$ cat src/design/uem_defines.vh
// Shared constants for the USB endpoint mode engine
`ifndef UEM_DEFINES_VH
`define UEM_DEFINES_VH

// ==========================================
// Endpoint modes
`define UEM_M_DISABLE   4'h0
`define UEM_M_NAK_IO    4'h1
`define UEM_M_STAT_OUT  4'h2
`define UEM_M_STALL_IO  4'h3
`define UEM_M_IGN_IO    4'h4
`define UEM_M_ISO_OUT   4'h5
`define UEM_M_STAT_IN   4'h6
`define UEM_M_ISO_IN    4'h7
`define UEM_M_NAK_OUT   4'h8
`define UEM_M_ACK_OUT   4'h9
`define UEM_M_NAK_OSI   4'hA
`define UEM_M_ACK_OSI   4'hB
`define UEM_M_NAK_IN    4'hC
`define UEM_M_ACK_IN    4'hD
`define UEM_M_NAK_ISO   4'hE
`define UEM_M_ACK_ISO   4'hF

// ==========================================
// Token kinds from the serial_engine
`define UEM_PID_SETUP   2'h1
`define UEM_PID_IN      2'h2
`define UEM_PID_OUT     2'h3

// ==========================================
// Responses to the serial_engine
`define UEM_R_ACK       3'h1
`define UEM_R_NAK       3'h2
`define UEM_R_STALL     3'h3
`define UEM_R_TX0       3'h4
`define UEM_R_TXCNT     3'h5

// ==========================================
// Register map and fields
`define UEM_A_MODE0     4'h0
`define UEM_A_CNT0      4'h4
`define UEM_B_ST_SETUP  7
`define UEM_B_ST_IN     6
`define UEM_B_ST_OUT    5
`define UEM_B_ST_ACK    4
`define UEM_B_TOG       7
`define UEM_B_DVAL      6
`define UEM_RST_MODE    8'h00
`define UEM_RST_CNT     8'h00

// ==========================================
// Packet limits
`define UEM_MAX_PKT     4'hA
`define UEM_STAT_LEN    4'h2

`endif

$ cat src/design/uem_engine.v
// Endpoint mode engine: token answers, mode moves, status and lock
`timescale 1ns/10ps
`include "uem_defines.vh"

// Overview of operation
// - Disabled endpoints ignore Setup, In and Out, with no interrupt.
// - Modes reset to disabled and stay so until firmware writes.
// - Accepted Setup forces the endpoint mode to NAK both directions.
// - Every Setup-accepting mode ACKs a valid Setup data packet.
// - 0010 stalls In, checks Out; 0011 stalls both; 0100 ignores both.
// - 0110 accepts Setup, sends zero length on In, stalls Out.
// - Isochronous modes ignore Setup; 0101 takes Out, 0111 sends count.
// - 1001 ACKs Out then 1000; 1011 also takes Setup, TX0, then 1010.
// - 1101 sends count then 1100; 1111 takes Setup, checks Out, sends count then 1110.
// - ACK-ending modes move to the matching NAKing mode.
// - Status check passes only on zero length data with toggle 1.
// - Handshakes only for valid transactions, silence otherwise.
// - Interrupt on completed valid transaction or corrupted receive buffer.
// - Data packet valid only if count with CRC is at most 10 and clean.
// - Modes not accepting Setup ignore Setup tokens completely.
// - Out endpoints ignore In tokens; In endpoints ignore Out tokens.
// - In and Out status bits update when the transaction finishes.
// - Setup status bit updates at start of the following data phase.
// - ACKed endpoint-0 transaction locks mode and count against writes.
// - Lock releases on CPU read of endpoint-0 mode or count after the transaction has completed.
// - Control endpoints carry Setup, In and Out status bits.
// - Any endpoint in a Setup-accepting mode acts as control endpoint.
module uem_engine #(
  parameter EP_NUM = 3
) (
  input  wire              i_mclk,
  input  wire              i_sys_rst,
  input  wire              i_tok_stb,
  input  wire [1:0]        i_tok_pid,
  input  wire [1:0]        i_tok_ep,
  input  wire              i_dat_start,
  input  wire              i_dat_stb,
  input  wire [3:0]        i_dat_cnt,
  input  wire              i_dat_ok,
  input  wire              i_dat_tog,
  input  wire              i_hs_stb,
  input  wire              i_hs_ack,
  input  wire [3:0]        i_reg_addr,
  input  wire [7:0]        i_reg_wdata,
  input  wire              i_reg_wr,
  input  wire              i_reg_rd,
  output reg  [7:0]        o_reg_rdata,
  output reg               o_resp_stb,
  output reg  [2:0]        o_resp_code,
  output reg  [3:0]        o_tx_len,
  output reg  [EP_NUM-1:0] o_ep_int,
  output wire              o_ep0_locked
);

  // ==========================================
  // States and answer classes
  localparam [1:0] ST_IDLE  = 2'h0;
  localparam [1:0] ST_WDATA = 2'h1;
  localparam [1:0] ST_WHS   = 2'h2;

  localparam [2:0] C_IGN   = 3'h0;
  localparam [2:0] C_NAK   = 3'h1;
  localparam [2:0] C_STALL = 3'h2;
  localparam [2:0] C_ACK   = 3'h3;
  localparam [2:0] C_CHECK = 3'h4;
  localparam [2:0] C_ISO   = 3'h5;
  localparam [2:0] C_TX0   = 3'h6;
  localparam [2:0] C_TXCNT = 3'h7;

  localparam [2:0] EP_LIM = EP_NUM;

  // ==========================================
  // Mode decode
  function accepts_setup;
    input [3:0] m;
    begin
      case (m)
        `UEM_M_NAK_IO, `UEM_M_STAT_OUT, `UEM_M_STALL_IO, `UEM_M_IGN_IO,
        `UEM_M_STAT_IN, `UEM_M_NAK_OSI, `UEM_M_ACK_OSI, `UEM_M_NAK_ISO,
        `UEM_M_ACK_ISO: accepts_setup = 1'b1;
        default: accepts_setup = 1'b0;
      endcase
    end
  endfunction

  function [2:0] in_class;
    input [3:0] m;
    begin
      case (m)
        `UEM_M_NAK_IO, `UEM_M_NAK_IN, `UEM_M_NAK_ISO: in_class = C_NAK;
        `UEM_M_STAT_OUT, `UEM_M_STALL_IO: in_class = C_STALL;
        `UEM_M_STAT_IN, `UEM_M_NAK_OSI, `UEM_M_ACK_OSI: in_class = C_TX0;
        `UEM_M_ISO_IN, `UEM_M_ACK_IN, `UEM_M_ACK_ISO: in_class = C_TXCNT;
        default: in_class = C_IGN;
      endcase
    end
  endfunction

  function [2:0] out_class;
    input [3:0] m;
    begin
      case (m)
        `UEM_M_NAK_IO, `UEM_M_NAK_OUT, `UEM_M_NAK_OSI: out_class = C_NAK;
        `UEM_M_STALL_IO, `UEM_M_STAT_IN: out_class = C_STALL;
        `UEM_M_ACK_OUT, `UEM_M_ACK_OSI: out_class = C_ACK;
        `UEM_M_STAT_OUT, `UEM_M_NAK_ISO, `UEM_M_ACK_ISO: out_class = C_CHECK;
        `UEM_M_ISO_OUT: out_class = C_ISO;
        default: out_class = C_IGN;
      endcase
    end
  endfunction

  // ==========================================
  // State and per-endpoint storage
  reg  [1:0]          state_reg;
  reg  [1:0]          state_next;
  reg  [1:0]          pend_pid_reg;
  reg  [1:0]          pend_ep_reg;
  reg  [2:0]          pend_cls_reg;
  reg  [1:0]          pend_pid_next;
  reg  [1:0]          pend_ep_next;
  reg  [2:0]          pend_cls_next;
  wire [EP_NUM*8-1:0] mode_all;
  wire [EP_NUM*8-1:0] cnt_all;
  wire [1:0]          sel_ep;
  wire [3:0]          mode_cur;
  wire [3:0]          cnt_cur;
  wire                tok_ep_ok;
  wire                pkt_valid;
  wire                stat_pass;
  wire                busy;
  wire                rd_ep0;

  reg                 hw_mode_ld;
  reg  [3:0]          hw_mode;
  reg  [3:0]          hw_stat;
  reg                 hw_cnt_ld;
  reg                 hw_dval;
  reg                 resp_stb_next;
  reg  [2:0]          resp_code_next;
  reg  [3:0]          tx_len_next;
  reg                 int_next;
  reg                 lock_set;

  assign sel_ep    = i_tok_stb ? i_tok_ep : pend_ep_reg;
  assign mode_cur  = mode_all[sel_ep*8 +: 4];
  assign cnt_cur   = cnt_all[sel_ep*8 +: 4];
  assign tok_ep_ok = ({1'b0, i_tok_ep} < EP_LIM);
  assign pkt_valid = i_dat_ok && (i_dat_cnt <= `UEM_MAX_PKT);
  // Zero data bytes means only the two CRC bytes arrive
  assign stat_pass = (i_dat_cnt == `UEM_STAT_LEN) && i_dat_tog;
  assign busy      = (state_reg != ST_IDLE) || i_tok_stb;

  // ==========================================
  // Transaction sequencing and answer decode
  always @* begin
    state_next     = state_reg;
    pend_pid_next  = pend_pid_reg;
    pend_ep_next   = pend_ep_reg;
    pend_cls_next  = pend_cls_reg;
    hw_mode_ld     = 1'b0;
    hw_mode        = mode_cur;
    hw_stat        = 4'h0;
    hw_cnt_ld      = 1'b0;
    hw_dval        = 1'b0;
    resp_stb_next  = 1'b0;
    resp_code_next = o_resp_code;
    tx_len_next    = o_tx_len;
    int_next       = 1'b0;
    lock_set       = 1'b0;
    // A fresh token always wins: the host has given up on any older one
    if (i_tok_stb) begin
      state_next    = ST_IDLE;
      pend_pid_next = i_tok_pid;
      pend_ep_next  = i_tok_ep;
      if (tok_ep_ok && mode_cur != `UEM_M_DISABLE) begin
        case (i_tok_pid)
          `UEM_PID_SETUP: begin
            if (accepts_setup(mode_cur)) begin
              state_next = ST_WDATA;
            end
          end
          `UEM_PID_OUT: begin
            pend_cls_next = out_class(mode_cur);
            if (out_class(mode_cur) != C_IGN) begin
              state_next = ST_WDATA;
            end
          end
          `UEM_PID_IN: begin
            pend_cls_next = in_class(mode_cur);
            case (in_class(mode_cur))
              C_NAK: begin
                resp_stb_next  = 1'b1;
                resp_code_next = `UEM_R_NAK;
                hw_stat[`UEM_B_ST_IN - 4] = 1'b1;
                int_next       = 1'b1;
              end
              C_STALL: begin
                resp_stb_next  = 1'b1;
                resp_code_next = `UEM_R_STALL;
                hw_stat[`UEM_B_ST_IN - 4] = 1'b1;
                int_next       = 1'b1;
                hw_mode_ld     = 1'b1;
                hw_mode        = `UEM_M_STALL_IO;
              end
              C_TX0: begin
                resp_stb_next  = 1'b1;
                resp_code_next = `UEM_R_TX0;
                tx_len_next    = 4'h0;
                state_next     = ST_WHS;
              end
              C_TXCNT: begin
                resp_stb_next  = 1'b1;
                resp_code_next = `UEM_R_TXCNT;
                tx_len_next    = cnt_cur;
                // Isochronous data gets no handshake back
                if (mode_cur == `UEM_M_ISO_IN) begin
                  hw_stat[`UEM_B_ST_IN - 4] = 1'b1;
                  int_next = 1'b1;
                end else begin
                  state_next = ST_WHS;
                end
              end
              default: begin
                state_next = ST_IDLE;
              end
            endcase
          end
          default: begin
            state_next = ST_IDLE;
          end
        endcase
      end
    end else begin
      case (state_reg)
        ST_WDATA: begin
          if (i_dat_start && pend_pid_reg == `UEM_PID_SETUP) begin
            hw_stat[`UEM_B_ST_SETUP - 4] = 1'b1;
          end
          if (i_dat_stb) begin
            state_next = ST_IDLE;
            if (pend_pid_reg == `UEM_PID_SETUP) begin
              hw_cnt_ld = 1'b1;
              hw_dval   = pkt_valid;
              int_next  = 1'b1;
              if (pkt_valid) begin
                resp_stb_next  = 1'b1;
                resp_code_next = `UEM_R_ACK;
                hw_stat[`UEM_B_ST_ACK - 4] = 1'b1;
                hw_mode_ld     = 1'b1;
                hw_mode        = `UEM_M_NAK_IO;
                lock_set       = (pend_ep_reg == 2'h0);
              end
            end else begin
              case (pend_cls_reg)
                C_NAK: begin
                  if (pkt_valid) begin
                    resp_stb_next  = 1'b1;
                    resp_code_next = `UEM_R_NAK;
                    hw_stat[`UEM_B_ST_OUT - 4] = 1'b1;
                    int_next       = 1'b1;
                  end
                end
                C_STALL: begin
                  if (pkt_valid) begin
                    resp_stb_next  = 1'b1;
                    resp_code_next = `UEM_R_STALL;
                    hw_stat[`UEM_B_ST_OUT - 4] = 1'b1;
                    int_next       = 1'b1;
                    hw_mode_ld     = 1'b1;
                    hw_mode        = `UEM_M_STALL_IO;
                  end
                end
                C_ISO, C_ACK: begin
                  // Buffer is written either way, so flag corruption
                  hw_cnt_ld = 1'b1;
                  hw_dval   = pkt_valid;
                  hw_stat[`UEM_B_ST_OUT - 4] = 1'b1;
                  int_next  = 1'b1;
                  if (pkt_valid && pend_cls_reg == C_ACK) begin
                    resp_stb_next  = 1'b1;
                    resp_code_next = `UEM_R_ACK;
                    hw_stat[`UEM_B_ST_ACK - 4] = 1'b1;
                    hw_mode_ld     = 1'b1;
                    hw_mode        = {mode_cur[3:1], 1'b0};
                    lock_set       = (pend_ep_reg == 2'h0);
                  end
                end
                C_CHECK: begin
                  if (pkt_valid) begin
                    hw_cnt_ld      = 1'b1;
                    hw_dval        = 1'b1;
                    hw_stat[`UEM_B_ST_OUT - 4] = 1'b1;
                    int_next       = 1'b1;
                    resp_stb_next  = 1'b1;
                    if (stat_pass) begin
                      resp_code_next = `UEM_R_ACK;
                      hw_stat[`UEM_B_ST_ACK - 4] = 1'b1;
                      lock_set       = (pend_ep_reg == 2'h0);
                    end else begin
                      resp_code_next = `UEM_R_STALL;
                      hw_mode_ld     = 1'b1;
                      hw_mode        = `UEM_M_STALL_IO;
                    end
                  end
                end
                default: begin
                  state_next = ST_IDLE;
                end
              endcase
            end
          end
        end
        ST_WHS: begin
          if (i_hs_stb) begin
            state_next = ST_IDLE;
            hw_stat[`UEM_B_ST_IN - 4] = 1'b1;
            int_next   = 1'b1;
            if (i_hs_ack) begin
              hw_stat[`UEM_B_ST_ACK - 4] = 1'b1;
              lock_set = (pend_ep_reg == 2'h0);
              if (mode_cur == `UEM_M_ACK_IN || mode_cur == `UEM_M_ACK_ISO) begin
                hw_mode_ld = 1'b1;
                hw_mode    = {mode_cur[3:1], 1'b0};
              end
            end
          end
        end
        default: begin
          state_next = ST_IDLE;
        end
      endcase
    end
  end

  always @(posedge i_mclk or posedge i_sys_rst) begin
    if (i_sys_rst) begin
      state_reg    <= ST_IDLE;
      pend_pid_reg <= 2'h0;
      pend_ep_reg  <= 2'h0;
      pend_cls_reg <= C_IGN;
      o_resp_stb   <= 1'b0;
      o_resp_code  <= 3'h0;
      o_tx_len     <= 4'h0;
      o_ep_int     <= {EP_NUM{1'b0}};
    end else begin
      state_reg    <= state_next;
      pend_pid_reg <= pend_pid_next;
      pend_ep_reg  <= pend_ep_next;
      pend_cls_reg <= pend_cls_next;
      o_resp_stb   <= resp_stb_next;
      o_resp_code  <= resp_code_next;
      o_tx_len     <= tx_len_next;
      o_ep_int     <= int_next ? ({{(EP_NUM-1){1'b0}}, 1'b1} << sel_ep)
                               : {EP_NUM{1'b0}};
    end
  end

  // ==========================================
  // Endpoint registers and CPU access
  genvar g;
  generate
    for (g = 0; g < EP_NUM; g = g + 1) begin : g_ep
      wire here;
      wire blk;
      assign here = (sel_ep == g);
      // Write lock covers endpoint 0 only
      assign blk  = (g == 0) && o_ep0_locked;
      uem_ep_regs u_regs (
        .i_mclk        (i_mclk),
        .i_sys_rst     (i_sys_rst),
        .i_cpu_wr_mode (i_reg_wr && !blk && i_reg_addr == `UEM_A_MODE0 + g),
        .i_cpu_wr_cnt  (i_reg_wr && !blk && i_reg_addr == `UEM_A_CNT0 + g),
        .i_wdata       (i_reg_wdata),
        .i_hw_mode_ld  (hw_mode_ld && here),
        .i_hw_mode     (hw_mode),
        .i_hw_stat     (here ? hw_stat : 4'h0),
        .i_hw_cnt_ld   (hw_cnt_ld && here),
        .i_hw_cnt      (i_dat_cnt),
        .i_hw_tog      (i_dat_tog),
        .i_hw_dval     (hw_dval),
        .o_mode_reg    (mode_all[g*8 +: 8]),
        .o_cnt_reg     (cnt_all[g*8 +: 8])
      );
    end
  endgenerate

  assign rd_ep0 = i_reg_rd &&
                  (i_reg_addr == `UEM_A_MODE0 || i_reg_addr == `UEM_A_CNT0);

  // Reading while a transaction runs leaves the lock set
  uem_lock u_lock (
    .i_mclk    (i_mclk),
    .i_sys_rst (i_sys_rst),
    .i_set     (lock_set),
    .i_rd      (rd_ep0),
    .i_busy    (busy),
    .o_locked  (o_ep0_locked)
  );

  always @(posedge i_mclk or posedge i_sys_rst) begin
    if (i_sys_rst) begin
      o_reg_rdata <= 8'h00;
    end else if (i_reg_rd) begin
      o_reg_rdata <= 8'h00;
      if (i_reg_addr[1:0] < EP_LIM[1:0] && i_reg_addr[3] == 1'b0) begin
        o_reg_rdata <= i_reg_addr[2] ? cnt_all[i_reg_addr[1:0]*8 +: 8]
                                     : mode_all[i_reg_addr[1:0]*8 +: 8];
      end
    end else begin
      o_reg_rdata <= 8'h00;
    end
  end

endmodule // uem_engine

$ cat src/design/uem_ep_regs.v
// Mode and count registers of one endpoint
`timescale 1ns/10ps
`include "uem_defines.vh"

module uem_ep_regs (
  input  wire       i_mclk,
  input  wire       i_sys_rst,
  input  wire       i_cpu_wr_mode,
  input  wire       i_cpu_wr_cnt,
  input  wire [7:0] i_wdata,
  input  wire       i_hw_mode_ld,
  input  wire [3:0] i_hw_mode,
  input  wire [3:0] i_hw_stat,
  input  wire       i_hw_cnt_ld,
  input  wire [3:0] i_hw_cnt,
  input  wire       i_hw_tog,
  input  wire       i_hw_dval,
  output reg  [7:0] o_mode_reg,
  output reg  [7:0] o_cnt_reg
);

  always @(posedge i_mclk or posedge i_sys_rst) begin
    if (i_sys_rst) begin
      o_mode_reg <= `UEM_RST_MODE;
      o_cnt_reg  <= `UEM_RST_CNT;
    end else begin
      // Engine updates win over a colliding CPU write
      if (i_hw_mode_ld) begin
        o_mode_reg[3:0] <= i_hw_mode;
      end else if (i_cpu_wr_mode) begin
        o_mode_reg[3:0] <= i_wdata[3:0];
      end
      o_mode_reg[7:4] <= i_hw_stat |
                         (i_cpu_wr_mode ? i_wdata[7:4] : o_mode_reg[7:4]);
      if (i_hw_cnt_ld) begin
        o_cnt_reg <= {i_hw_tog, i_hw_dval, 2'b00, i_hw_cnt};
      end else if (i_cpu_wr_cnt) begin
        o_cnt_reg <= {i_wdata[7:6], 2'b00, i_wdata[3:0]};
      end
    end
  end

endmodule // uem_ep_regs

$ cat src/design/uem_lock.v
// Endpoint-0 write interlock
`timescale 1ns/10ps
`include "uem_defines.vh"

module uem_lock (
  input  wire i_mclk,
  input  wire i_sys_rst,
  input  wire i_set,
  input  wire i_rd,
  input  wire i_busy,
  output reg  o_locked
);

  reg locked_next;

  // Set wins over a release read in the same cycle
  always @* begin
    locked_next = o_locked;
    if (i_rd && !i_busy) begin
      locked_next = 1'b0;
    end
    if (i_set) begin
      locked_next = 1'b1;
    end
  end

  always @(posedge i_mclk or posedge i_sys_rst) begin
    if (i_sys_rst) begin
      o_locked <= 1'b0;
    end else begin
      o_locked <= locked_next;
    end
  end

endmodule // uem_lock

$ cat config.mk
export PLATFORM = sky130hd
export DESIGN_NAME = uem_engine
export DESIGN_NICKNAME = d
export VERILOG_FILES = /design/src/design/uem_engine.v /design/src/design/uem_ep_regs.v /design/src/design/uem_lock.v
export VERILOG_INCLUDE_DIRS = /design/src /design/src/design
export SDC_FILE = /design/constraint.sdc
export NUM_CORES = 1
export LEC_CHECK = 0
export BUFFER_PORTS_ARGS = -buffer_cell sky130_fd_sc_hd__buf_4
export CAP_MARGIN = 20
export CORE_ASPECT_RATIO = 0.75
export CORE_MARGIN = 2
export CORE_UTILIZATION = 39
export CTS_CLUSTER_SIZE = 28
export DETAILED_ROUTE_END_ITERATION = 8
export PLACE_DENSITY = 0.62
export SLEW_MARGIN = 40
export SYNTH_ARGS = -nofsm -noshare
export SYNTH_HDL_FRONTEND = slang
export SYNTH_SLANG_ARGS = --single-unit
$ cat constraint.sdc
create_clock -name i_mclk -period 4.4 [get_ports i_mclk]
set_input_delay 0.22 -clock i_mclk [delete_from_list [all_inputs] [get_ports i_mclk]]
set_output_delay 0.22 -clock i_mclk [all_outputs]
set_load 0.02 [all_outputs]
== After elaboration in Yosys (flattened, before gate mapping) ==
Memories as Yosys holds them, arrays and structs flattened.
Index checks and enable logic that the tools add are counted.

* $lt $le $gt $ge: 3
* Equal/unequal tests: 36
* Shift operators: 5
* Muxes and demuxes: 147
* Bitwise logic cells: 4
* Reduce and logical (&&, ||, !) cells: 53

{| class="wikitable"
|+ Operators by type and width
! kind !! count
|-
| 2-to-1 mux 4 bit || 22
|-
| 2-to-1 mux 8 bit || 9
|-
| 2-to-1 mux 1 bit || 66
|-
| 2-to-1 mux 3 bit || 18
|-
| variable part select 24 x 6 -> 4 bit || 2
|-
| variable part select 24 x 6 -> 8 bit || 2
|-
| one-hot mux 3 bit (4 select lines) || 2
|-
| nonzero test 2 bit || 12
|-
| one-hot mux 1 bit (2 select lines) || 11
|-
| logical AND 1 bit || 21
|-
| 2-to-1 mux 2 bit || 10
|-
| inequality test 3 bit (second input constant) || 6
|-
| == test 4 x 3 -> 1 bit (second input constant) || 4
|-
| one-hot mux 4 bit (2 select lines) || 2
|-
| == test 3 bit (second input constant) || 4
|-
| OR 4 bit || 3
|-
| one-hot mux 4 bit (3 select lines) || 1
|-
| AND reduction 11 bit || 1
|-
| == test 3 x 2 -> 1 bit (second input constant) || 3
|-
| == test 2 x 1 -> 1 bit (second input constant) || 4
|-
| == test 2 bit (second input constant) || 4
|-
| == test 4 x 2 -> 1 bit (second input constant) || 2
|-
| == test 4 bit (second input constant) || 2
|-
| one-hot mux 2 bit (2 select lines) || 2
|-
| other kinds (25) || 35
|}

* Flip-flop bits (word level): 77
* Memory bits (read-only): 208
* Input port bits: 31
* Output and inout bits: 20
* Word-level logic and storage cells: 272
* Memories: 5

{| class="wikitable"
|+ Memory list
! name !! depth !! bits a word !! read ports !! clocked after Yosys merged registers in !! write ports !! RTL line !! text
|-
| (name not given) || 16 || 3 || 1 || 0 || 0 || uem_engine.v:102 || <nowiki>case (m)</nowiki>
|-
| (name not given) || 16 || 3 || 1 || 0 || 0 || uem_engine.v:102 ||
|-
| (name not given) || 16 || 3 || 1 || 0 || 0 || uem_engine.v:89 || <nowiki>case (m)</nowiki>
|-
| (name not given) || 16 || 3 || 1 || 0 || 0 || uem_engine.v:89 ||
|-
| (name not given) || 16 || 1 || 1 || 0 || 0 || uem_engine.v:77 || <nowiki>case (m)</nowiki>
|}

== Depth between registers and ports, before layout ==
Gate-level depths: netlist of run 1.

* Word-level depth: 14
* Depth in mapped cells: 9
* Mapped depth without buffers: 7

== Hierarchy ==
Synthesis of run 1 repeated with hierarchy kept, for this count alone.

* Cells, all modules: 519
* Area total of the unflattened synthesis: 4707.0 µm²

{| class="wikitable"
|+ Modules (own cells, without submodules)
! module !! times used !! cells each !! area an instance (µm²) !! seq. area each (µm²)
|-
| uem_engine || 1 || 338 || 2712.6 || 700.7
|-
| uem_ep_regs || 3 || 59 || 650.6 || 350.3
|-
| uem_lock || 1 || 4 || 42.5 || 25.0
|}

== Least setup slack after synthesis of run 1 ==
Ideal clock, no wire load.

* Path type: reg2reg
* Start point: register pend_ep_reg[0]
* End point: register o_tx_len[0]
* Arrival time: 2016 ps
* Data required time: 4275 ps
* Setup slack: 2259 ps
* Cell stages (with the launch flop): 8
* Buffers on the path: 1
* Clock period less this slack: 2141 ps
* Cell sequence: dfrtp_1 -> mux2i_1 -> buf_4 -> mux2i_1 -> o2bb2ai_4 -> mux2i_2 -> o21ai_2 -> mux2_2

* Longest elaborated chain between the ends: 9

{| class="wikitable"
|+ Ends and longest elaborated chain
! item !! RTL line !! text
|-
| from (decl) || uem_engine.v:118 || <nowiki>reg [1:0] pend_ep_reg;</nowiki>
|-
| from (signal assigned) || uem_engine.v:349 || <nowiki>pend_ep_reg <= pend_ep_next;</nowiki>
|-
| 2-to-1 mux 2 bit (*) || - ||
|-
| variable part select 24 x 6 -> 4 bit || uem_engine.v:146 || <nowiki>assign mode_cur = mode_all[sel_ep*8 +: 4];</nowiki>
|-
| memory (16 x 3 bit) || - ||
|-
| 2-to-1 mux 3 bit || uem_engine.v:177 || <nowiki>case (i_tok_pid)</nowiki>
|-
| 2-to-1 mux 3 bit || uem_engine.v:176 || <nowiki>if (tok_ep_ok && mode_cur != `UEM_M_DISABLE) begin</nowiki>
|-
| 2-to-1 mux 3 bit || uem_engine.v:172 || <nowiki>if (i_tok_stb) begin</nowiki>
|-
| == test 3 bit || uem_engine.v:191 || <nowiki>case (in_class(mode_cur))</nowiki>
|-
| nonzero test 2 bit (no source line) || - ||
|-
| AND reduction 4 bit (no source line) || - ||
|-
| to (signal assigned) || uem_engine.v:353 || <nowiki>o_tx_len <= tx_len_next;</nowiki>
|-
| to (decl) || uem_engine.v:50 || <nowiki>output reg [3:0] o_tx_len,</nowiki>
|}

Mark *: on every way between the ends. The rest lies on a longest branch, timed or not. The select of a mux whose other input is x is not followed.
A chain may end at the register's enable or synchronous reset.

== Final worst setup path of run 1 ==
* Start point: register pend_ep_reg[0]
* End point: register o_tx_len[3]

Same word-level chain as after synthesis.

==> reports/qor.csv, run 1 <==
stage,metric,value,unit
critical_path,end_kind,flop,
logic_synthesis,syn_area,0.00455,mm^2
sta,timing.final.crit_share,67.3,%
critical_path,path_cells,mux2i_2 -> inv_2 -> mux2i_2 -> o2bb2ai_2 -> mux2i_2 -> o21ai_2 -> mux2_2,
finish,nets,548,
floorplanning,die_h,97.6,um
power_and_ir_drop,intPower,1.82,mW
logic_synthesis,synth_top_family_by_area,compound AO/OA/AOI/OAI gates,
clock_network,cts_tree,done,
logic_synthesis,synth-main-ff-cell,dfrtp_1,
floorplanning,die_w,129,um
clock_network,cts_root_buf,clkbuf_16,
logic_synthesis,syn_nets,510,
grt,grt_use_total,22.7,%
grt,grt-ovfl-total,0,
floorplanning,initial_core_util,39.7,%
sta,tightest_slew,0.717,ns
status,status,"complete, but fails checks",
finish,area_growth,18.2,%
critical_path,startpoint_type,flop,
logic_synthesis,synth_xor_xnor_area_share,0.385,%
grt,first_global_vias,3766,
status,violations,negative hold slack,
route,vias,4008,
logic_synthesis,syn_inst,476,
logic_synthesis,async_flop_share,100,%
sta,fmax,338,MHz
critical_path,crit_arrival,3.19,ns
grt,grt_pass1_wl,21800,um
floorplanning,rows,34,
finish,antenna_cells,0,
sta,final_hold_viol_count,35,
clock_network,h-tree-depth,3,
grt,grt_max_degree,37,
critical_path,crit_slowest_cell,o2bb2ai_2,
sta,finalMaxSlewViolations,0,
power_and_ir_drop,vdd.ir_drop.worst,231,uV
placed_design,io_buffers,50,
route,drc,0,
logic_synthesis,yosysMostFrequentCell,dfrtp_1,
power_and_ir_drop,finalPower,2.79,mW
power_and_ir_drop,power_frac_clock,32.7,%
floorplanning,coreArea,0.0115,mm^2
power_and_ir_drop,p_sw,0.970,mW
clock_network,clock_sinks,71,
sta,whs,-0.0478,ns
route,viasPerCell,6.05,
sta,max_slew_margin,51.7,%
critical_path,crit_required,4.62,ns
route,wirelength,13800,um
sta,rsz0062_at_grt,no,
clock_network,cts.reportedPaths.clkPinSlew,0.06,ns
finish,ff_latch_area,0.00178,mm^2
clock_network,cts_hold_buf,0,
grt,grt_antenna_before_repair,0,
clock_network,numCtsBuffers,9,
power_and_ir_drop,combinationalPowerShare,31.5,%
logic_synthesis,yosys.area_share.simple,15.2,%
logic_synthesis,ys_seq_area_share,39.0,%
power_and_ir_drop,leakage,2.30,nW
critical_path,worstSetupPathType,flop to flop,
sta,skew,0.00809,ns
logic_synthesis,synth-compound-area-share,23.0,%
sta,setup_viol,0,
power_and_ir_drop,swShare,34.7,%
route,first_pass_iters,5,
power_and_ir_drop,sequentialPowerShare,35.8,%
critical_path,rrSetupSlack,1.44,ns
placed_design,place_congestion,0.934,
logic_synthesis,ys_seq_elements,71,
logic_synthesis,synth.avg_cell_area,9.57,um^2
sta,setup_tns,0,ns
hold_path,hold_path_class,input port to async pin,
clock_network,cts_setup_buffers,0,
power_and_ir_drop,p_per_area,519,mW/mm^2
finish,fill_cells,1093,
critical_path,cpMostUsedCell,mux2i_2,
route,routedWlPerCell,20.8,um
logic_synthesis,synth.area.top_cells,"dfrtp_1 39%, mux2i_1 13%, a21oi_1 5.3%, nor2_1 4.4%, mux2_2 3.2%",
sta,fin_crit,2.96,ns
logic_synthesis,synthAdderAreaFrac,0.824,%
route,drtIter0Drc,397,
logic_synthesis,ys_types,64,
finish,multi_input_area,0.00260,mm^2
finish,drive_gt1_share,21.0,%
placed_design,dpl.hpwl,10200,um
job,cap_violations,0,
floorplanning,pin_count,51,
floorplanning,die_area,0.0126,mm^2
logic_synthesis,synth_warnings,0,
logic_synthesis,synthMuxAreaShare,17.5,%
clock_network,clkLatencyLatePin,0.34,ns
route,ant_nets,0,
finish,largest_reg_flops,24,
logic_synthesis,synth_top_area_share,39.0,%
critical_path,cpPeakStageDelay,0.52,ns
logic_synthesis,synth_top_area_cell,dfrtp_1,
logic_synthesis,synth_edf_count,0,
clock_network,post_cts_resize_count,0,
clock_network,clockBufferDepth,2,
logic_synthesis,synth_top_cells_by_count,"71 x dfrtp_1, 58 x mux2i_1, 53 x nor2_1, 48 x a21oi_1, 31 x nand2_1",
critical_path,path_max_fanout,13,
layout by cell type (no fill, tap or decap), drive strengths merged, types with 5 or more instances in the layout:
cell and n:
nand2b 10, o21ai 21, a21oi 51, a2bb2oi 8, clkbuf 11, mux2i 60
a211oi 15, dfrtp 71, nor2 53, nand3 13, nor2b 13, o31ai 5
nand4 5, nor3 6, inv 8, mux2 16, buf 56, nand2 31
area by class of cell:
| type | instances | area share, % |
|---|---|---|
| clock buffers | 11 | 4.51 |
| well taps | 144 | 3.35 |
| flip-flops and latches | 71 | 33.0 |
| repair buffers | 56 | 7.81 |
| multi-input cells | 367 | 48.3 |
| inverters | 9 | 0.651 |
| clock inverters | 5 | 2.39 |
critical path, delay by kind of cell, from the launching register on:
kind | cells | cell delay (ns)
muxes | 4 | 1.34
AOI/OAI and AO/OA | 2 | 0.82
DFF | 1 | 0.41
buffers and inverters | 1 | 0.26
metal layers:
metal,GRT usage (%),vias up,wire length [um]
li1,-,1837,-
met1,35.1,1978,6970
met2,32.4,184,5840
met3,4.46,9,871
met4,5.35,0,114
met5,0,-,0
power groups by stage:
stage                     clock, mW  sequential (mW)  combinational, mW
after CTS                     0.922            0.996              0.871
after global placement            0             1.00              0.847
after floorplan                   0            0.937              0.672
final                         0.914             1.00              0.880
after global routing          0.948             1.02              0.967
after detailed placement          0             1.01              0.863
worst paths after layout:
check | from | end | cells past startpoint
worst min register to register | g_ep[2].u_regs.o_mode_reg[5] | g_ep[2].u_regs.o_mode_reg[5] | 2
min in group i_mclk | i_reg_wdata[5] | g_ep[2].u_regs.o_mode_reg[5] | 3
worst min-delay path | i_sys_rst | o_reg_rdata[7] | 2
worst max register to register | pend_ep_reg[0] | o_tx_len[3] | 7
max in group asynchronous | i_sys_rst | g_ep[2].u_regs.o_cnt_reg[2] | 3
worst max-delay path | pend_ep_reg[0] | o_tx_len[3] | 7
metrics by stage:
step | std cells | util [%] | area [um^2] | hold WS, ns | setup slack [ns]
4_1_cts | 663 | 46.8 | 5380 | 0.0717 | 1.25
3_5_place_dp | 647 | 43.6 | 5010 | 0.435 | 1.10
3_3_place_gp | 647 | 43.5 | 5000 | 0.427 | 1.19
2_1_floorplan | 476 | - | 4550 | 0.356 | 2.26
6_report | 663 | 46.9 | 5380 | -0.0478 | 1.44
5_1_grt | 663 | 46.9 | 5380 | 0.00168 | 1.23
kinds of logic after synthesis:
| family | count (synthesis) |
|---|---|
| xor+xnor | 2 |
| buf+inv | 38 |
| simple gates | 146 |
| compound gates | 140 |
| mux | 76 |
| fa+ha+maj | 3 |
| flops | 71 |
(Power assumes the default switching activity.)
==> run 2, diff against run 1 <==
--- a/config.mk
+++ b/config.mk
@@ -6,6 +6,7 @@
 export SDC_FILE = /design/constraint.sdc
 export NUM_CORES = 1
 export LEC_CHECK = 0
+export ABC_AREA = 1
 export BUFFER_PORTS_ARGS = -buffer_cell sky130_fd_sc_hd__buf_4
 export CAP_MARGIN = 20
 export CORE_ASPECT_RATIO = 0.75
@@ -13,7 +14,7 @@
 export CORE_UTILIZATION = 39
 export CTS_CLUSTER_SIZE = 28
 export DETAILED_ROUTE_END_ITERATION = 8
-export PLACE_DENSITY = 0.62
+export PLACE_DENSITY = 0.64
 export SLEW_MARGIN = 40
 export SYNTH_ARGS = -nofsm -noshare
 export SYNTH_HDL_FRONTEND = slang
==> constraint.sdc (replaced) <==
create_clock -name i_mclk -period 2.7 [get_ports i_mclk]
set_input_delay 0.135 -clock i_mclk [delete_from_list [all_inputs] [get_ports i_mclk]]
set_output_delay 0.135 -clock i_mclk [all_outputs]
set_load 0.02 [all_outputs]
==> run 2 against run 1 <==
The flow now finishes without violations. Sequential share of layout area about the same. Worst hold slack better by 0.095 ns. Non-clock buffer count rose by 8. Final area barely moved. Total power up 35%. Via count grew 17%. Die area fell by 1.6%. Clock skew fell by 0.0014 ns. Wire length increased by 2.0%. Setup slack worse by 1.1 ns. Critical path type unchanged. Largest cell class unchanged.
==> reports/qor.csv, run 2 <==
stage,metric,value,unit,change
floorplanning,initial_core_util,40.5,%,+0.83 points
floorplanning,die_area,0.0124,mm^2,-1.6%
placed_design,dp_slack,0.327,ns,-0.776 ns
critical_path,crit_arrival,2.62,ns,-0.57 ns
logic_synthesis,syn_nets,675,,+32%
clock_network,clkLatencyLatePin,0.34,ns,about the same
route,viasPerCell,5.52,,-8.6%
finish,fill_cells,1117,,+2.2%
sta,skew,0.00666,ns,-0.00143 ns
sta,finalMaxSlewViolations,0,,unchanged
status,status,finished clean,,
clock_network,cts.reportedPaths.clkPinSlew,0.06,ns,about the same
sta,whs,0.0470,ns,+0.0948 ns
clock_network,cts_root_buf,clkbuf_16,,
power_and_ir_drop,vdd.ir_drop.worst,328,uV,+42%
critical_path,path_max_fanout,8,,-5
logic_synthesis,syn_area,0.00448,mm^2,-1.6%
floorplanning,die_h,96.8,um,-0.79%
route,ant_nets,0,,unchanged
sta,setup_viol,0,,unchanged
placed_design,io_buffers,50,,unchanged
critical_path,crit_required,2.98,ns,-1.64 ns
finish,multi_input_area,0.00230,mm^2,-12%
floorplanning,die_w,128,um,-0.80%
power_and_ir_drop,leakage,2.80,nW,+22%
critical_path,worstSetupPathType,flop to flop,,
floorplanning,coreArea,0.0111,mm^2,-3.7%
route,vias,4694,,+17%
clock_network,clock_sinks,71,,unchanged
grt,grt-ovfl-total,0,,unchanged
sta,setup_tns,0,ns,unchanged
finish,drive_gt1_share,14.6,%,-6.4 points
logic_synthesis,synth_top_area_share,39.7,%,+0.65 points
job,cap_violations,0,,unchanged
sta,fmax,428,MHz,+27%
clock_network,clockBufferDepth,2,,unchanged
logic_synthesis,yosysMostFrequentCell,nand2_1,,
finish,layout_commonest_cell,nand2_1,,
clock_network,h-tree-depth,3,,unchanged
sta,max_slew_margin,60.8,%,+9.1 points
finish,nets,739,,+35%
placed_design,place_area,0.00508,mm^2,+1.5%
sta,timing.final.crit_share,86.6,%,+19 points
logic_synthesis,syn_inst,641,,+35%
route,drtIter0Drc,425,,+7.1%
grt,grt_use_total,23.9,%,+1.2 points
critical_path,rrSetupSlack,0.36,ns,-1.08 ns
logic_synthesis,synth-main-ff-cell,dfrtp_1,,
placed_design,dpl.hpwl,10900,um,+6.7%
logic_synthesis,ys_types,34,,-47%
logic_synthesis,synth_warnings,0,,unchanged
critical_path,end_kind,flop,,
logic_synthesis,synth_edf_count,0,,unchanged
finish,final_core_util,48.7,%,+1.8 points
finish,antenna_cells,0,,unchanged
route,drc,0,,unchanged
sta,rsz0062_at_grt,no,,
logic_synthesis,synth_top_area_cell,dfrtp_1,,
critical_path,startpoint_type,flop,,
finish,fin_area,0.00539,mm^2,about the same
logic_synthesis,synth.area.top_cells,"dfrtp_1 40%, nand2_1 15%, o21ai_0 7.9%, nand3_1 7.7%, inv_1 7.5%",,
sta,final_hold_viol_count,0,,-100%
finish,ff_latch_area,0.00178,mm^2,unchanged
grt,first_global_vias,4432,,+18%
grt,grt_antenna_before_repair,0,,unchanged
sta,fin_crit,2.34,ns,-0.624 ns
clock_network,cts_setup_buffers,0,,unchanged
route,first_pass_iters,5,,unchanged
grt,grt_max_degree,41,,+11%
power_and_ir_drop,p_per_area,701,mW/mm^2,+35%
floorplanning,pin_count,51,,unchanged
grt,grt_pass1_wl,23100,um,+5.9%
logic_synthesis,ys_seq_elements,71,,unchanged
route,routedWlPerCell,16.6,um,-20%
finish,final_cell_mix,"175 x nand2_1, 89 x inv_1, 71 x o21ai_0, 71 x dfrtp_1, 69 x nand3_1",,
sta,tightest_slew,0.586,ns,-0.130 ns
route,wirelength,14100,um,+2.0%
finish,final_cells,850,,+28%
hold_path,hold_path_class,input port to flop,,
logic_synthesis,ys_seq_area_share,39.7,%,+0.65 points
logic_synthesis,synth_top_cells_by_count,"175 x nand2_1, 90 x inv_1, 71 x dfrtp_1, 71 x o21ai_0, 69 x nand3_1",,
logic_synthesis,async_flop_share,100,%,unchanged
logic_synthesis,synth.avg_cell_area,6.99,um^2,-27%
placed_design,place_congestion,0.956,,+2.4%
clock_network,numCtsBuffers,9,,unchanged
finish,largest_reg_flops,24,,unchanged
clock_network,cts_tree,done,,
floorplanning,rows,33,,-2.9%
power_and_ir_drop,finalPower,3.78,mW,+35%
placed_design,placedCellCount,833,,+29%
finish,area_growth,20.3,%,
sta,setup_ws,0.362,ns,-1.08 ns
## run 2: changes by cell type after synthesis, sizes merged, moves of 17 or more
cell    delta
nand2    +157
inv       +84
o221ai    +17
mux2i     -60
a21oi     -25
o21ai     +50
nand3     +59
## run 2: cells by family (layout without fill, tap and decap cells)
| group | Yosys count | in the layout | share of synthesized area [%] |
|---|---|---|---|
| simple gates | 323 | 323 | 32.2 |
| fa+ha+maj | 3 | 3 | 0.838 |
| flops | 71 | 71 | 39.7 |
| buf+inv | 106 | 175 | 9.08 |
| compound gates | 138 | 138 | 18.3 |
## run 2: cell type report
type,count,share of cell area (%)
clock buffers,14,5.27
clock inverters,2,0.232
inverters,95,6.69
multi-input cells,464,42.6
flip-flops and latches,71,33.0
well taps,140,3.25
repair buffers,64,8.96
## run 2: worst max-delay path, stage by stage, from the launching register on
cell	delay, ns
dfrtp_1	0.40
inv_1	0.07
nand2_1	0.10
nor2_1	0.23
o21ai_0	0.21
o211ai_1	0.21
nand2_1	0.11
nand2_1	0.08
nand2_1	0.06
nand2_1	0.26
nand2_1	0.25
o21ai_0	0.13
nand2_1	0.08
nand2_1	0.07
## run 2: metal layers
metal / track usage, % / vias up / wire (um)
met5: 0 / - / 0
met4: 7.52 / 0 / 276
met3: 6.19 / 29 / 1320
met2: 33.1 / 234 / 5650
met1: 36.1 / 2185 / 6830
li1: - / 2246 / -
## run 2: path summary, 6_finish.rpt
| path | cells past startpoint | endpoint | startpoint |
|---|---|---|---|
| max reg2reg | 13 | g_ep[1].u_regs.o_mode_reg[1] | pend_cls_reg[1] |
| max | 13 | g_ep[1].u_regs.o_mode_reg[1] | pend_cls_reg[1] |
| min | 3 | pend_pid_reg[1] | i_tok_pid[1] |
| min in group asynchronous | 3 | o_tx_len[2] | i_sys_rst |
| min reg2reg | 2 | pend_pid_reg[1] | pend_pid_reg[1] |
| max in group asynchronous | 4 | o_reg_rdata[4] | i_sys_rst |
## run 2: what timing repair did
action                    in CTS  in global routing
hold buffers                   1                  0
hold endpoints to repair      38                  0
resized for setup              0                  0
## run 2: report_power, final
part           total, mW  switching, mW  internal, mW  leakage (nW)
Clock               1.18          0.458         0.721         0.145
Combinational       1.14          0.735         0.408          1.75
Sequential          1.46          0.154          1.30         0.904
Total               3.78           1.35          2.43          2.80
==> run 3, diff against run 2 <==
--- a/config.mk
+++ b/config.mk
@@ -14,7 +14,7 @@
 export CORE_UTILIZATION = 39
 export CTS_CLUSTER_SIZE = 28
 export DETAILED_ROUTE_END_ITERATION = 8
-export PLACE_DENSITY = 0.64
+export PLACE_DENSITY = 0.56
 export SLEW_MARGIN = 40
 export SYNTH_ARGS = -nofsm -noshare
 export SYNTH_HDL_FRONTEND = slang
==> run 3 against run 2 <==
Sequential cell count unchanged. Clock skew increased by 0.0013 ns. Sequential share of layout area about the same. Worst hold slack improved by 0.0020 ns. Critical path depth unchanged. Total power decreased by 0.58%. Die area unchanged. Critical endpoint is now g_ep[2].u_regs.o_mode_reg[0]. Final cell count increased by 0.12%. Final area about the same. Utilization about the same.
==> reports/qor.csv, run 3 (synthesis gave the netlist of run 2 again) <==
stage,metric,value,unit,change
placed_design,dpl.hpwl,11200,um,+2.8%
critical_path,path_max_fanout,8,,unchanged
placed_design,place_congestion,0.899,,-6.0%
sta,finalMaxSlewViolations,0,,unchanged
route,ant_nets,0,,unchanged
clock_network,post_cts_resize_count,0,,unchanged
grt,grt_max_degree,48,,+17%
critical_path,crit_required,2.92,ns,-0.06 ns
clock_network,cts_root_buf,clkbuf_16,,
power_and_ir_drop,power_frac_clock,30.2,%,-1.0 points
placed_design,io_buffers,50,,unchanged
finish,fill_cells,1127,,+0.90%
critical_path,rrSetupSlack,0.39,ns,+0.03 ns
sta,skew,0.00798,ns,+0.00132 ns
critical_path,path_cells,inv_1 -> nand2_1 -> nor2_1 -> o21ai_0 -> o211ai_1 -> nand2_1 -> nand2_1 -> nand2_1 -> nand2_1 -> buf_4 -> nand3_1 -> nand2_1 -> nand2_1,,
finish,final_cell_mix,"175 x nand2_1, 89 x inv_1, 71 x o21ai_0, 71 x dfrtp_1, 69 x nand3_1",,
critical_path,cpPeakStageDelay,0.39,ns,about the same
route,wl_met1,7510,um,+9.9%
sta,max_slew_margin,59.9,%,-0.90 points
power_and_ir_drop,finalPower,3.76,mW,-0.58%
route,first_pass_iters,6,,+1
critical_path,r2r_start,pend_cls_reg[1],,
clock_network,clock_sinks,71,,unchanged
grt,grt-ovfl-total,0,,unchanged
critical_path,worstSetupPathType,flop to flop,,
hold_path,min_delay_path_depth,3,,unchanged
placed_design,place_area,0.00510,mm^2,+0.34%
route,viasPerCell,5.47,,-0.93%
finish,antenna_cells,0,,unchanged
sta,tightest_slew,0.600,ns,+0.0140 ns
finish,final_cells,851,,+0.12%
floorplanning,die_h,96.8,um,unchanged
sta,setup_viol,0,,unchanged
floorplanning,initial_core_util,40.5,%,unchanged
clock_network,cts.reportedPaths.clkPinSlew,0.06,ns,about the same
finish,drive_gt1_share,14.6,%,-0.021 points
sta,fmax,433,MHz,+1.2%
clock_network,clkLatencyLatePin,0.34,ns,about the same
clock_network,numCtsBuffers,9,,unchanged
critical_path,crit_start,pend_cls_reg[1],,
sta,timing.final.crit_share,85.5,%,-1.1 points
hold_path,hold_path_startpoint,i_tok_pid[1],,
sta,fin_crit,2.31,ns,-0.0284 ns
critical_path,crit_arrival,2.53,ns,-0.09 ns
grt,first_global_vias,4256,,-4.0%
finish,fin_area,0.00539,mm^2,about the same
clock_network,cts_tree,done,,
critical_path,timing.critical_path.max_delay_family,simple AND/OR/NAND/NOR gates,,
grt,grt_pass1_wl,23500,um,+2.1%
critical_path,cpMostUsedCell,nand2_1,,
power_and_ir_drop,intPower,2.38,mW,-2.0%
sta,setup_tns,0,ns,unchanged
power_and_ir_drop,leakage,2.80,nW,about the same
hold_path,hold_path_class,input port to flop,,
floorplanning,rows,33,,unchanged
power_and_ir_drop,swShare,36.6,%,+0.90 points
critical_path,end_kind,flop,,
finish,area_growth,20.3,%,about the same
job,cap_violations,0,,unchanged
floorplanning,coreArea,0.0111,mm^2,unchanged
route,routedWlPerCell,17.2,um,+3.8%
route,drtIter0Drc,472,,+11%
route,vias,4656,,-0.81%
clock_network,h-tree-depth,3,,unchanged
status,status,finished clean,,
clock_network,clockBufferDepth,2,,unchanged
finish,layout_commonest_cell,nand2_1,,
power_and_ir_drop,vdd.ir_drop.worst,359,uV,+9.6%
grt,grt_antenna_before_repair,0,,unchanged
route,wirelength,14600,um,+3.9%
floorplanning,die_area,0.0124,mm^2,unchanged
floorplanning,pin_count,51,,unchanged
critical_path,r2r_cells,13,,unchanged
critical_path,critPathBufInv,2,,+1
power_and_ir_drop,p_sw,1.37,mW,+1.9%
route,met3_length,1050,um,-21%
floorplanning,die_w,128,um,unchanged
placed_design,placedCellCount,834,,+0.12%
critical_path,crit_slowest_cell,dfrtp_1,,
route,route.met2.wl,5950,um,+5.3%
finish,largest_reg_flops,24,,unchanged
finish,nets,740,,+0.14%
power_and_ir_drop,combinationalPowerShare,31.1,%,+0.8 points
power_and_ir_drop,p_per_area,697,mW/mm^2,-0.56%
route,drc,0,,unchanged
critical_path,worst-path-stages,13,,unchanged
power_and_ir_drop,sequentialPowerShare,38.7,%,+0.2 points
sta,rsz0062_at_grt,no,,
sta,final_hold_viol_count,0,,unchanged
grt,grt_use_total,24.6,%,+0.66 points
critical_path,startpoint_type,flop,,
route,topRoutingLayerUsed,met4,,
[run 3: cell types whose count changed in the layout (fill, tap and decap cells not counted)]
cell | before | now
buf_12 | 0 | 1
clkbuf_1 | 1 | 2
clkbuf_8 | 4 | 2
clkinv_2 | 2 | 3
inv_2 | 3 | 4
inv_4 | 1 | 0
[run 3: stage by stage]
step | setup WS [ns] | hold WS (ns) | utilization (%)
after floorplan | 0.768 | 0.256 | -
after global placement | 0.373 | 0.224 | 46.1
after detailed placement | 0.286 | 0.246 | 46.1
after CTS | 0.473 | 0.0361 | 48.7
after global routing | 0.186 | 0.0568 | 48.7
final | 0.390 | 0.0490 | 48.7
[run 3: final timing paths]
check                                                to
hold / removal                          pend_pid_reg[1]
min in group asynchronous                o_resp_code[0]
setup reg to reg           g_ep[2].u_regs.o_mode_reg[0]
hold reg to reg                         pend_pid_reg[1]
max in group asynchronous  g_ep[0].u_regs.o_mode_reg[5]
setup / recovery           g_ep[2].u_regs.o_mode_reg[0]
[run 3: metal layers]
layer	up-vias	global-route usage, %
met3	12	4.09
met2	184	33.3
met5	-	0
met1	2208	40.1
li1	2252	-
met4	0	5.33
[run 3: power by group through the flow]
stage | clock (mW) | combinational (mW) | sequential, mW
floorplan | 0 | 0.738 | 1.47
detailed placement | 0 | 1.14 | 1.47
global placement | 0 | 1.14 | 1.47
finish | 1.14 | 1.17 | 1.45
CTS | 1.15 | 1.15 | 1.45
global route | 1.20 | 1.31 | 1.48
[run 3: final cells by class]
cell class | count | area [um^2] | area share [%]
sequential | 71 | 1780 | 33.0
multi-input combinational | 464 | 2300 | 42.6
clock buffer | 13 | 260 | 4.83
inverter | 95 | 358 | 6.64
tap | 140 | 175 | 3.25
clock inverter | 3 | 17.5 | 0.325
timing repair buffer | 65 | 503 | 9.34
[run 3: tightest hold or removal path, stage by stage]
cell and delay (ns):
buf_4 0.09, nand2_1 0.07, nand2_1 0.07
[run 3: timing repair]
action | 4_1_cts | 5_1_grt
buffers inserted | 0 | 0
hold buffers | 1 | 0
endpoints found under the hold margin | 24 | 0
setup endpoints to repair | 0 | 0
